File: src/rclk_map.vh
// register map, field positions, reset values and bus codes for the reference clock block
//
// Contract
// (RULE1) The reference clock is derived only from the system clock, in every oscillator setup.
// (RULE2) The module runs only while the module enable bit is one; zero disables it.
// (RULE3) The divided clock reaches the pin only when pin output enable and module enable are set.
// (RULE4) A 3-bit divide field: 000 undivided, 001..111 divide by 2,4,8,16,32,64,128.
// (RULE5) A 2-bit duty field: 11 is 75%, 10 is 50%, 01 is 25%, 00 holds low.
// (RULE6) Undivided setting passes the source duty cycle unless the 0% setting is chosen; the code holds the level high for any nonzero duty.
// (RULE7) At divide by 2, 25% and 75% accuracy depends on the source clock edges; the code gives 50% for 25% and holds high for 75%.
// (RULE8) Slew limiting on the pin is applied while the slew bit is one, removed when zero.
// (RULE9) Software wanting 20 MHz or more on the pin clears the slew limiting bit.
// (RULE10) Any device reset disables the module and returns the control register to defaults.
// (RULE11) Crystal-type oscillator modes block the pin output; the pin is an oscillator input.
// (RULE12) The clock-out option wins over the reference output and puts Fosc/4 on the pin.
// (RULE13) Reference clock reaches the pin only while the clock-out bit is one; zero gives Fosc/4.
// (RULE14) With the pin blocked, the module still enables and still feeds the modulator.
// (RULE15) The divided reference clock is a secondary clock source for the signal modulator.
// (RULE16) In Sleep the module stops and its outputs hold their levels until wake.
// (RULE17) After reset the control register reads slew limiting on, duty 10, all else zero.
// (RULE18) While disabled the divider counter is cleared and the output held low.
`ifndef RCLK_MAP_VH
`define RCLK_MAP_VH

// byte offsets of the registers
`define RCLK_CTRL_OFFSET 8'h00
`define RCLK_STAT_OFFSET 8'h04

// control register fields
`define RCLK_CTRL_EN_BIT 7
`define RCLK_CTRL_OE_BIT 6
`define RCLK_CTRL_SLR_BIT 5
`define RCLK_CTRL_DC_HI 4
`define RCLK_CTRL_DC_LO 3
`define RCLK_CTRL_DIV_HI 2
`define RCLK_CTRL_DIV_LO 0
`define RCLK_CTRL_RESET 8'h30

// status register fields
`define RCLK_STAT_REF_BIT 0
`define RCLK_STAT_DRIVE_BIT 1
`define RCLK_STAT_CLKOUT_BIT 2
`define RCLK_STAT_SLEEP_BIT 3
`define RCLK_STAT_XTAL_BIT 4

// bus response codes
`define RCLK_RESP_OKAY 2'h0
`define RCLK_RESP_SLVERR 2'h2

// system clock to pin clock-out ratio counter width (Fosc/4)
`define RCLK_FOSC4_W 2

`endif

File: src/rclk_gen.v
// divider and duty-cycle shaper that makes the reference clock level
`timescale 1ns/1ns
module rclk_gen #(
  parameter CNT_W = 7
) (
  input wire core_clk,
  input wire sys_rst,
  input wire run,
  input wire hold,
  input wire [2:0] div_sel,
  input wire [1:0] duty_sel,
  output reg ref_level
);

  reg [CNT_W-1:0] cnt;
  wire [CNT_W:0] period;
  wire [CNT_W-1:0] last;
  wire [CNT_W+2:0] thr;
  wire [CNT_W-1:0] next_cnt;

  // period is 2^div core cycles, so 000 is undivided and 111 is /128 [RULE4]
  assign period = {{CNT_W{1'b0}}, 1'b1} << div_sel;
  assign last = period[CNT_W-1:0] - {{(CNT_W-1){1'b0}}, 1'b1};
  // high cycles = ceil(period * duty / 4); duty code is the quarter count [RULE5] [RULE7]
  assign thr = ({2'b00, period} * {{(CNT_W+1){1'b0}}, duty_sel} + {{CNT_W{1'b0}}, 3'h3}) >> 2;
  assign next_cnt = (cnt >= last) ? {CNT_W{1'b0}} : cnt + {{(CNT_W-1){1'b0}}, 1'b1};

  // counter runs on the system clock only; held in sleep, cleared when disabled
  always @(posedge core_clk or posedge sys_rst) begin
    if (sys_rst) begin
      cnt <= {CNT_W{1'b0}};
      ref_level <= 1'b0;
    end else if (hold) begin
      cnt <= cnt; // levels freeze while asleep [RULE16]
      ref_level <= ref_level;
    end else if (!run) begin
      cnt <= {CNT_W{1'b0}}; // clean restart on enable [RULE18] [RULE2]
      ref_level <= 1'b0;
    end else begin
      cnt <= next_cnt; // [RULE1]
      ref_level <= ({3'b000, next_cnt} < thr); // undivided: level held high for any nonzero duty, 0% low [RULE6]
    end
  end

endmodule

File: src/rclk_top.v
// reference clock block: axi4-lite control slave, pin multiplexing and modulator clock
//
// The AXI4-Lite register port and the placing of the registers are this design's own decisions.
`timescale 1ns/1ns
`include "rclk_map.vh"
module rclk_top #(
  parameter ADDR_W = 8,
  parameter CNT_W = 7
) (
  input wire core_clk,
  input wire sys_rst,
  // axi4-lite write address channel
  input wire [ADDR_W-1:0] s_axi_awaddr,
  input wire s_axi_awvalid,
  output reg s_axi_awready,
  // axi4-lite write data channel
  input wire [31:0] s_axi_wdata,
  input wire [3:0] s_axi_wstrb,
  input wire s_axi_wvalid,
  output reg s_axi_wready,
  // axi4-lite write response channel
  output reg [1:0] s_axi_bresp,
  output reg s_axi_bvalid,
  input wire s_axi_bready,
  // axi4-lite read address channel
  input wire [ADDR_W-1:0] s_axi_araddr,
  input wire s_axi_arvalid,
  output reg s_axi_arready,
  // axi4-lite read data channel
  output reg [31:0] s_axi_rdata,
  output reg [1:0] s_axi_rresp,
  output reg s_axi_rvalid,
  input wire s_axi_rready,
  // device state and configuration word
  input wire sleep_mode,
  input wire low_power_crystal_mode,
  input wire crystal_mode,
  input wire high_speed_crystal_mode,
  input wire cfg_sysclk_out_n,
  // pin and modulator side
  output reg ref_clock_out_pin,
  output reg ref_clock_out_pin_oe_n,
  output reg ref_slew_limit_enable,
  output wire modulator_ref_clk
);

  // control register and captured write halves
  reg [7:0] reference_clock_control;
  reg aw_held;
  reg [ADDR_W-1:0] aw_addr;
  reg w_held;
  reg [31:0] w_data;
  reg [3:0] w_strb;
  reg [`RCLK_FOSC4_W-1:0] fosc4_cnt;
  wire ref_level;
  wire xtal_mode;
  wire clkout_sel;
  wire ref_to_pin;
  wire pin_drive;
  wire next_pin_level;
  wire wr_fire;
  wire wr_ctrl;
  wire wr_known;
  wire rd_fire;
  wire [7:0] status_word;

  // word-aligned address decode, used by both channels
  function [1:0] reg_select;
    input [ADDR_W-1:0] addr;
    begin
      if (addr == `RCLK_CTRL_OFFSET)
        reg_select = 2'h1;
      else if (addr == `RCLK_STAT_OFFSET)
        reg_select = 2'h2;
      else
        reg_select = 2'h0;
    end
  endfunction

  // ---------------------------------------------------------------
  // write path: address and data taken independently, answer after both
  // ---------------------------------------------------------------

  assign wr_fire = aw_held && w_held && !s_axi_bvalid;
  assign wr_ctrl = (reg_select(aw_addr) == 2'h1);
  assign wr_known = (reg_select(aw_addr) != 2'h0);

  // write address capture
  always @(posedge core_clk or posedge sys_rst) begin
    if (sys_rst) begin
      aw_held <= 1'b0;
      aw_addr <= {ADDR_W{1'b0}};
      s_axi_awready <= 1'b0;
    end else begin
      if (s_axi_awvalid && s_axi_awready) begin
        aw_held <= 1'b1;
        aw_addr <= s_axi_awaddr;
      end else if (wr_fire) begin
        aw_held <= 1'b0;
      end
      // ready only while the slot is empty and not just filled
      s_axi_awready <= !aw_held && !(s_axi_awvalid && s_axi_awready) && !s_axi_bvalid;
    end
  end

  // write data capture
  always @(posedge core_clk or posedge sys_rst) begin
    if (sys_rst) begin
      w_held <= 1'b0;
      w_data <= 32'h0000_0000;
      w_strb <= 4'h0;
      s_axi_wready <= 1'b0;
    end else begin
      if (s_axi_wvalid && s_axi_wready) begin
        w_held <= 1'b1;
        w_data <= s_axi_wdata;
        w_strb <= s_axi_wstrb;
      end else if (wr_fire) begin
        w_held <= 1'b0;
      end
      s_axi_wready <= !w_held && !(s_axi_wvalid && s_axi_wready) && !s_axi_bvalid;
    end
  end

  // write response: okay for the two mapped words, slverr elsewhere
  always @(posedge core_clk or posedge sys_rst) begin
    if (sys_rst) begin
      s_axi_bvalid <= 1'b0;
      s_axi_bresp <= `RCLK_RESP_OKAY;
    end else if (wr_fire) begin
      s_axi_bvalid <= 1'b1;
      s_axi_bresp <= wr_known ? `RCLK_RESP_OKAY : `RCLK_RESP_SLVERR;
    end else if (s_axi_bvalid && s_axi_bready) begin
      s_axi_bvalid <= 1'b0;
      s_axi_bresp <= `RCLK_RESP_OKAY;
    end
  end

  // control register; only byte lane 0 carries it, status word is read-only
  always @(posedge core_clk or posedge sys_rst) begin
    if (sys_rst) begin
      reference_clock_control <= `RCLK_CTRL_RESET; // defaults, module off [RULE10] [RULE17]
    end else if (wr_fire && wr_ctrl && w_strb[0]) begin
      reference_clock_control <= w_data[7:0];
    end
  end

  // ---------------------------------------------------------------
  // read path: one read at a time, data one cycle after the address
  // ---------------------------------------------------------------

  assign rd_fire = s_axi_arvalid && s_axi_arready;

  // live status: reference level, pin ownership, clock-out choice, sleep, crystal block
  assign status_word = {3'b000, xtal_mode, sleep_mode, clkout_sel, !ref_clock_out_pin_oe_n, ref_level};

  // read address accept
  always @(posedge core_clk or posedge sys_rst) begin
    if (sys_rst) begin
      s_axi_arready <= 1'b0;
    end else begin
      s_axi_arready <= !s_axi_rvalid && !rd_fire && !s_axi_arready;
    end
  end

  // read data and response
  always @(posedge core_clk or posedge sys_rst) begin
    if (sys_rst) begin
      s_axi_rvalid <= 1'b0;
      s_axi_rdata <= 32'h0000_0000;
      s_axi_rresp <= `RCLK_RESP_OKAY;
    end else if (rd_fire) begin
      s_axi_rvalid <= 1'b1;
      case (reg_select(s_axi_araddr))
        2'h1: begin
          s_axi_rdata <= {24'h00_0000, reference_clock_control};
          s_axi_rresp <= `RCLK_RESP_OKAY;
        end
        2'h2: begin
          s_axi_rdata <= {24'h00_0000, status_word};
          s_axi_rresp <= `RCLK_RESP_OKAY;
        end
        default: begin
          s_axi_rdata <= 32'h0000_0000;
          s_axi_rresp <= `RCLK_RESP_SLVERR;
        end
      endcase
    end else if (s_axi_rvalid && s_axi_rready) begin
      s_axi_rvalid <= 1'b0;
      s_axi_rdata <= 32'h0000_0000;
      s_axi_rresp <= `RCLK_RESP_OKAY;
    end
  end

  // ---------------------------------------------------------------
  // reference clock generation
  // ---------------------------------------------------------------

  // divider runs whenever enabled and not asleep, independent of the pin state [RULE2] [RULE14]
  rclk_gen #(
    .CNT_W(CNT_W)
  ) u_gen (
    .core_clk(core_clk),
    .sys_rst(sys_rst),
    .run(reference_clock_control[`RCLK_CTRL_EN_BIT]),
    .hold(sleep_mode),
    .div_sel(reference_clock_control[`RCLK_CTRL_DIV_HI:`RCLK_CTRL_DIV_LO]),
    .duty_sel(reference_clock_control[`RCLK_CTRL_DC_HI:`RCLK_CTRL_DC_LO]),
    .ref_level(ref_level)
  );

  // modulator always gets the divided clock, even with the pin blocked [RULE15] [RULE14]
  assign modulator_ref_clk = ref_level;

  // ---------------------------------------------------------------
  // pin multiplexing
  // ---------------------------------------------------------------

  // crystal-type modes own the pin as an oscillator input [RULE11]
  assign xtal_mode = low_power_crystal_mode || crystal_mode || high_speed_crystal_mode;
  // clock-out option (active low bit) takes the pin for Fosc/4 [RULE12] [RULE13]
  assign clkout_sel = !cfg_sysclk_out_n;
  // reference reaches the pin only with both enables and no clock-out [RULE3] [RULE13]
  assign ref_to_pin = reference_clock_control[`RCLK_CTRL_EN_BIT]
                      && reference_clock_control[`RCLK_CTRL_OE_BIT] && !clkout_sel;
  assign pin_drive = !xtal_mode && (clkout_sel || ref_to_pin); // [RULE11]
  assign next_pin_level = clkout_sel ? fosc4_cnt[`RCLK_FOSC4_W-1] : (ref_to_pin && ref_level);

  // system clock divided by four for the clock-out function
  always @(posedge core_clk or posedge sys_rst) begin
    if (sys_rst) begin
      fosc4_cnt <= {`RCLK_FOSC4_W{1'b0}};
    end else if (!sleep_mode) begin
      fosc4_cnt <= fosc4_cnt + {{(`RCLK_FOSC4_W-1){1'b0}}, 1'b1}; // [RULE12]
    end
  end

  // pin level, enable and slew control, frozen while asleep
  always @(posedge core_clk or posedge sys_rst) begin
    if (sys_rst) begin
      ref_clock_out_pin <= 1'b0;
      ref_clock_out_pin_oe_n <= 1'b1;
      ref_slew_limit_enable <= 1'b1;
    end else if (sleep_mode) begin
      ref_clock_out_pin <= ref_clock_out_pin; // [RULE16]
      ref_clock_out_pin_oe_n <= ref_clock_out_pin_oe_n;
      ref_slew_limit_enable <= ref_slew_limit_enable;
    end else begin
      ref_clock_out_pin <= pin_drive && next_pin_level;
      ref_clock_out_pin_oe_n <= !pin_drive; // low while driving
      ref_slew_limit_enable <= reference_clock_control[`RCLK_CTRL_SLR_BIT]; // [RULE8]
    end
  end

endmodule

File: config.mk
export PLATFORM = sky130hd
export DESIGN_NAME = rclk_top
export DESIGN_NICKNAME = d
export VERILOG_FILES = /design/src/rclk_gen.v /design/src/rclk_top.v
export VERILOG_INCLUDE_DIRS = /design/src
export SDC_FILE = /design/constraint.sdc
export NUM_CORES = 1
export LEC_CHECK = 0
export BUFFER_PORTS_ARGS = -buffer_cell sky130_fd_sc_hd__clkbuf_2
export CORE_MARGIN = 3
export CORE_UTILIZATION = 46
export DETAILED_ROUTE_END_ITERATION = 6
export PLACE_DENSITY_LB_ADDON = 0.2
export REMOVE_ABC_BUFFERS = 1
export SLEW_MARGIN = 20
export SYNTH_ARGS = -nofsm -noshare
export SYNTH_HDL_FRONTEND = slang
export SYNTH_SLANG_ARGS = --single-unit
File: constraint.sdc
create_clock -name core_clk -period 3.27 [get_ports core_clk]
set_input_delay 0.4905 -clock core_clk [delete_from_list [all_inputs] [get_ports core_clk]]
set_output_delay 0.4905 -clock core_clk [all_outputs]
set_load 0.01 [all_outputs]
======== After elaboration in Yosys (flattened, before gate mapping) ========
Index checks and enable logic that the tools add are counted.
operators by class
  add/subtract/negate cells ............... 4
  $mul .................................... 1
  order comparisons ....................... 2
  equal/unequal tests ..................... 5
  shifts and indexed selects .............. 1
  mux-type cells .......................... 25
  reductions and logical operators ........ 43
operator list
  kind                                                                count
  32-bit 2-to-1 mux                                                   2
  2-bit 2-to-1 mux                                                    11
  1-bit logical AND                                                   20
  8-bit by 3-bit == test with 1-bit output, second input constant     2
  8-bit logical NOT                                                   2
  8-bit one-hot mux with 2 select lines                               1
  7-bit 2-to-1 mux                                                    2
  1-bit logical NOT                                                   12
  10-bit by 2-bit adder with 10-bit output, second input constant     1
  8-bit by 2-bit multiplier with 10-bit output                        1
  2-bit nonzero test                                                  5
  1-bit 2-to-1 mux                                                    9
  7-bit by 8-bit less-than comparator with 1-bit output               1
  1-bit by 3-bit << shifter with 8-bit output, first input constant   1
  7-bit by 1-bit adder with 7-bit output, second input constant       1
  7-bit >= comparator                                                 1
  7-bit by 1-bit subtractor with 7-bit output, second input constant  1
  2-bit by 1-bit == test with 1-bit output, second input constant     2
  1-bit logical OR                                                    3
  2-bit by 1-bit adder with 2-bit output, second input constant       1
  2-bit == test, second input constant                                1
  2-bit OR reduction                                                  1
storage, ports and cells
  bits in registers ....................... 81
  output and inout port bits .............. 45
  word-level logic and storage cells ...... 101

======== Depth between registers and ports, before layout ========
  depth in word-level cells ............... 8
  mapped depth ............................ 17

======== Modules after synthesis ========
Synthesis repeated with hierarchy kept, for this count alone.
second synthesis, totals
  cells, all modules ...................... 333
  area total of the unflattened synthesis .. 3393.3 µm²
by module, submodules not included
  module    times used  cells each  area each (µm²)  sequential area each (µm²)
  rclk_top  1           166         2089.5           1181.1
  rclk_gen  1           167         1303.8           200.2

======== Worst setup path after synthesis ========
No wires, ideal clock.
  path type ............................... reg2reg
  start ................................... register reference_clock_control[0]
  end ..................................... register u_gen.ref_level
  library setup time ...................... 0.116 ns
  arrival ................................. 3.326 ns
  setup slack ............................. -0.172 ns
  stages on the path, launching flop included .. 16
  path buffers ............................ 1
  clock period less this slack ............ 3.442 ns
  path through ............................ dfrtp_1 -> or2_2 -> clkbuf_1 -> or3_1 -> ha_1 -> nor3_1 -> fa_1 -> a21oi_1 -> o21bai_1 -> xnor2_1 -> ha_1 -> a211oi_1 -> nand2_1 -> a2111oi_0 -> o21ai_0 -> o311ai_0
between the ends
  cells in the longest elaborated chain, start to end .. 6
RTL lines
  item                                                                                                  line            source
  start, declared                                                                                       rclk_top.v:48   reg [7:0] reference_clock_control;
  start signal, assigned                                                                                rclk_top.v:142  reference_clock_control <= `RCLK_CTRL_RESET;
  start signal, assigned                                                                                rclk_top.v:144  reference_clock_control <= w_data[7:0];
  1-bit by 3-bit << shifter with 8-bit output (*)                                                       rclk_gen.v:22   assign period = {{CNT_W{1'b0}}, 1'b1} << div_sel;
  parallel branches: the longest is 3 deep, another holds 8-bit by 2-bit multiplier with 10-bit output  -
  7-bit by 8-bit less-than comparator with 1-bit output (*)                                             rclk_gen.v:41   ref_level <= ({3'b000, next_cnt} < thr);
  1-bit 2-to-1 mux (*)                                                                                  rclk_gen.v:36   end else if (!run) begin
  end signal, assigned                                                                                  rclk_gen.v:35   ref_level <= ref_level;
  end signal, assigned                                                                                  rclk_gen.v:41
  end, declared                                                                                         rclk_gen.v:12   output reg ref_level
Mark *: on every way between the ends.
A chain may end at the register's enable or synchronous reset.

======== Worst setup path after layout ========
Same ends and word-level chain as after synthesis.

==> impl_metrics.ini <==
[final_layout]
fillers = 590
drive_gt1_share_pct = 37.0
final_area_mm2 = 0.00406
nNetsFinal = 503
area_growth_pct = 21.1
antenna_cells = 0

[sta]
min_period_over_period_pct = 103
skew_ps = 8.77
hold_violations = 0
fmax_mhz = 297
finalWorstSetupSlack_ps = -101
tightest_slew_ps = 795
rsz0062_at_grt = true
period_minus_slack_ps = 3370
final_max_slew_viol_count = 0
slew_headroom_pct = 47.0
setup-violations-final = 1

[clock_tree]
holdBufCountCts = 0
cts-root-buf = clkbuf_8
clk_pin_slew_ps = 110
insertion_delay_ps = 310
cts_buffers = 5
clock_path_buffers = 2
numClockSinks = 55
h-tree-depth = 2
cts_tree = yes

[route]
wire_per_inst_um = 13.3
avgViaCountPerCell = 4.98
vias = 2524
drtAntennaViolNets = 0
drt-initial-drc-count = 113
wirelength_um = 6750
firstDrtPassIters = 4
drc = 0

[power_and_ir_drop]
internal_power_uw = 1310
seqPwrFrac_pct = 51.6
combPwrFrac_pct = 28.3
totalPowerFinal_uw = 1950
peakVddDrop_mv = 0.425
power.leakage_uw = 0.00198
switching_share_pct = 32.6
p_sw_uw = 637
p_per_area_mw_per_mm2 = 481
pwr-share-clk_pct = 20.1

[synthesis]
yosys_warnings = 0
ys_ff_latch = 55
netlist_instances = 328
synth_edf_count = 0
synthTopCellsByArea = dfrtp_1 38%, ha_1 10%, mux2_2 8.7%
ys_seq_area_share_pct = 41.2
yosysUniqueCellTypes = 44
avgSynthCellArea_um2 = 10.2
ys_async_sr_fraction_pct = 100
ys.flop_type = dfrtp_1
synthMostInstantiatedCell = dfrtp_1
syn_area_mm2 = 0.00335
yosysTopAreaCell = dfrtp_1
synth_common_cells = 51 x dfrtp_1, 30 x nand2_1, 28 x ha_1
yosys.area.top_type_share_pct = 38.1

[floorplanning]
die-area_mm2 = 0.00835
core_mm2 = 0.00694
chipHeight_um = 91.4
start_util_pct = 48.3
io_pins = 109
rows = 30
chipWidth_um = 91.4

[hold_path]
hp-class = input port to asynchronous set/reset pin

[worst_setup_path]
path_class = flop to flop
r2r_cells = 14
crit_arrival_ps = 3580
cpMaxStageDelayCell = dfrtp_1
cp_slowest_stage_delay_ps = 410
startpoint_type = flop
crit_path_cell_trace = or2_4, or3_4, ha_4, nor3_2, fa_2, a21oi_2, o21bai_1, xnor2_1, ha_1, a211oi_2, nand2_1, a2111oi_2, o21ai_1, o311ai_1
ff2ff_setup_slack_ps = -100
endpoint_kind = flop
rr_startpoint = reference_clock_control[0]
timing.rr.end = u_gen.ref_level
critPathMaxFanout = 3
cp.required_ps = 3480

[grt]
grt_pass1_vias = 2519
grt_usage_pct = 17.1
grt_max_degree = 29
gr-total-overflow = 0
grt_pass1_wl_um = 11800
grt_antenna_before_repair = 0

[placed_design]
port_buffers = 55
gp_congestion = 0.776
place_ws_ps = -323
dpl.hpwl_um = 5200
place_area_mm2 = 0.00379

[outcome]
violations = negative setup slack
status = finished with violations

[job]
max_cap_viol_count = 0
-- stage by stage --
stage,instances,hold WS [ps],utilization [%],TNS [ps]
finish,507,210,58.5,-101
global placement,493,454,54.6,-258
detailed placement,493,456,54.6,-323
global route,507,241,58.5,-246
CTS,506,222,57.9,-99.3
floorplan,319,439,-,-215
-- worst max-delay path: cells and delay by family (launching register included) --
family	cells	cell delay (ps)
compound gates	6	970
xor+xnor	1	140
fa+ha+maj	3	970
flops	1	410
simple gates	4	780
-- layer usage --
layer | GRT usage [%] | part of all wire [%] | up-vias
met3 | 2.65 | 4.4 | 2
met5 | 0 | 0 | -
met2 | 26.7 | 47 | 62
met1 | 24.9 | 48 | 1196
met4 | 4.15 | 0.52 | 0
li1 | - | - | 1264
-- cell type report --
class,count,area [µm²],share of cell area (%)
flip-flops and latches,55,1380,34.0
clock buffers,5,68.8,1.69
inverters,15,56.3,1.39
well taps,96,120,2.96
clock inverters,3,27.5,0.678
repair buffers,84,508,12.5
multi-input cells,249,1900,46.8
-- worst max path at each step --
stage                               start              end  slack [ps]
5_1_grt        reference_clock_control[0]  u_gen.ref_level        -250
3_3_place_gp   reference_clock_control[0]  u_gen.ref_level        -260
4_1_cts        reference_clock_control[1]  u_gen.ref_level        -100
6_report       reference_clock_control[0]  u_gen.ref_level        -100
3_5_place_dp   reference_clock_control[1]  u_gen.ref_level        -320
2_1_floorplan  reference_clock_control[0]  u_gen.ref_level        -210
-- cells by family after synthesis --
group	after synthesis	synth area share, %
compound gates	63	12.2
xor+xnor	12	3.13
fa+ha+maj	29	11.0
buf+inv	49	8.40
flops	55	41.2
mux	32	10.8
other cells	1	0.112
simple gates	87	13.1
-- sequential cells by signal (all words and copies together), names as in the netlist --
| name | flops |
|---|---|
| aw_addr | 8 |
| reference_clock_control | 8 |
| s_axi_rdata | 8 |
| w_data | 8 |
| u_gen.cnt | 7 |
| fosc4_cnt | 2 |
| aw_held | 1 |
| ref_clock_out_pin | 1 |
| ref_clock_out_pin_oe_n | 1 |
| ref_slew_limit_enable | 1 |
| s_axi_arready | 1 |
| s_axi_awready | 1 |
| s_axi_bresp | 1 |
| s_axi_bvalid | 1 |
| s_axi_rresp | 1 |
| s_axi_rvalid | 1 |
| s_axi_wready | 1 |
| u_gen.ref_level | 1 |
| w_held | 1 |
| w_strb | 1 |
-- power by group through the flow --
stage,Clock [µW],Sequential (µW),Combinational [µW]
after detailed placement,0,1020,530
after floorplan,0,1010,333
final,392,1010,552
after global placement,0,1010,515
after CTS,405,1010,555
after global routing,437,1040,621
-- placed cells by master (no fill, tap or decap), drive strengths merged, types with 5 or more instances in the layout --
master	count
nor3	6
inv	16
xor2	5
a22o	7
ha	28
conb	26
clkbuf	60
xnor2	7
nor2	22
nand3	5
o21ai	14
nand2	30
nand2b	6
dfrtp	51
mux2	28
o31ai	5
a21oi	17
buf	29
-- repair_timing --
item | 4_1_cts | 5_1_grt
gates resized for setup | 26 | 6
pin swaps | 18 | 8
endpoints found under the hold margin | 0 | 0
buffers inserted | 5 | 1
endpoints found under the setup margin | 1 | 1
(Power assumes the default switching activity.)
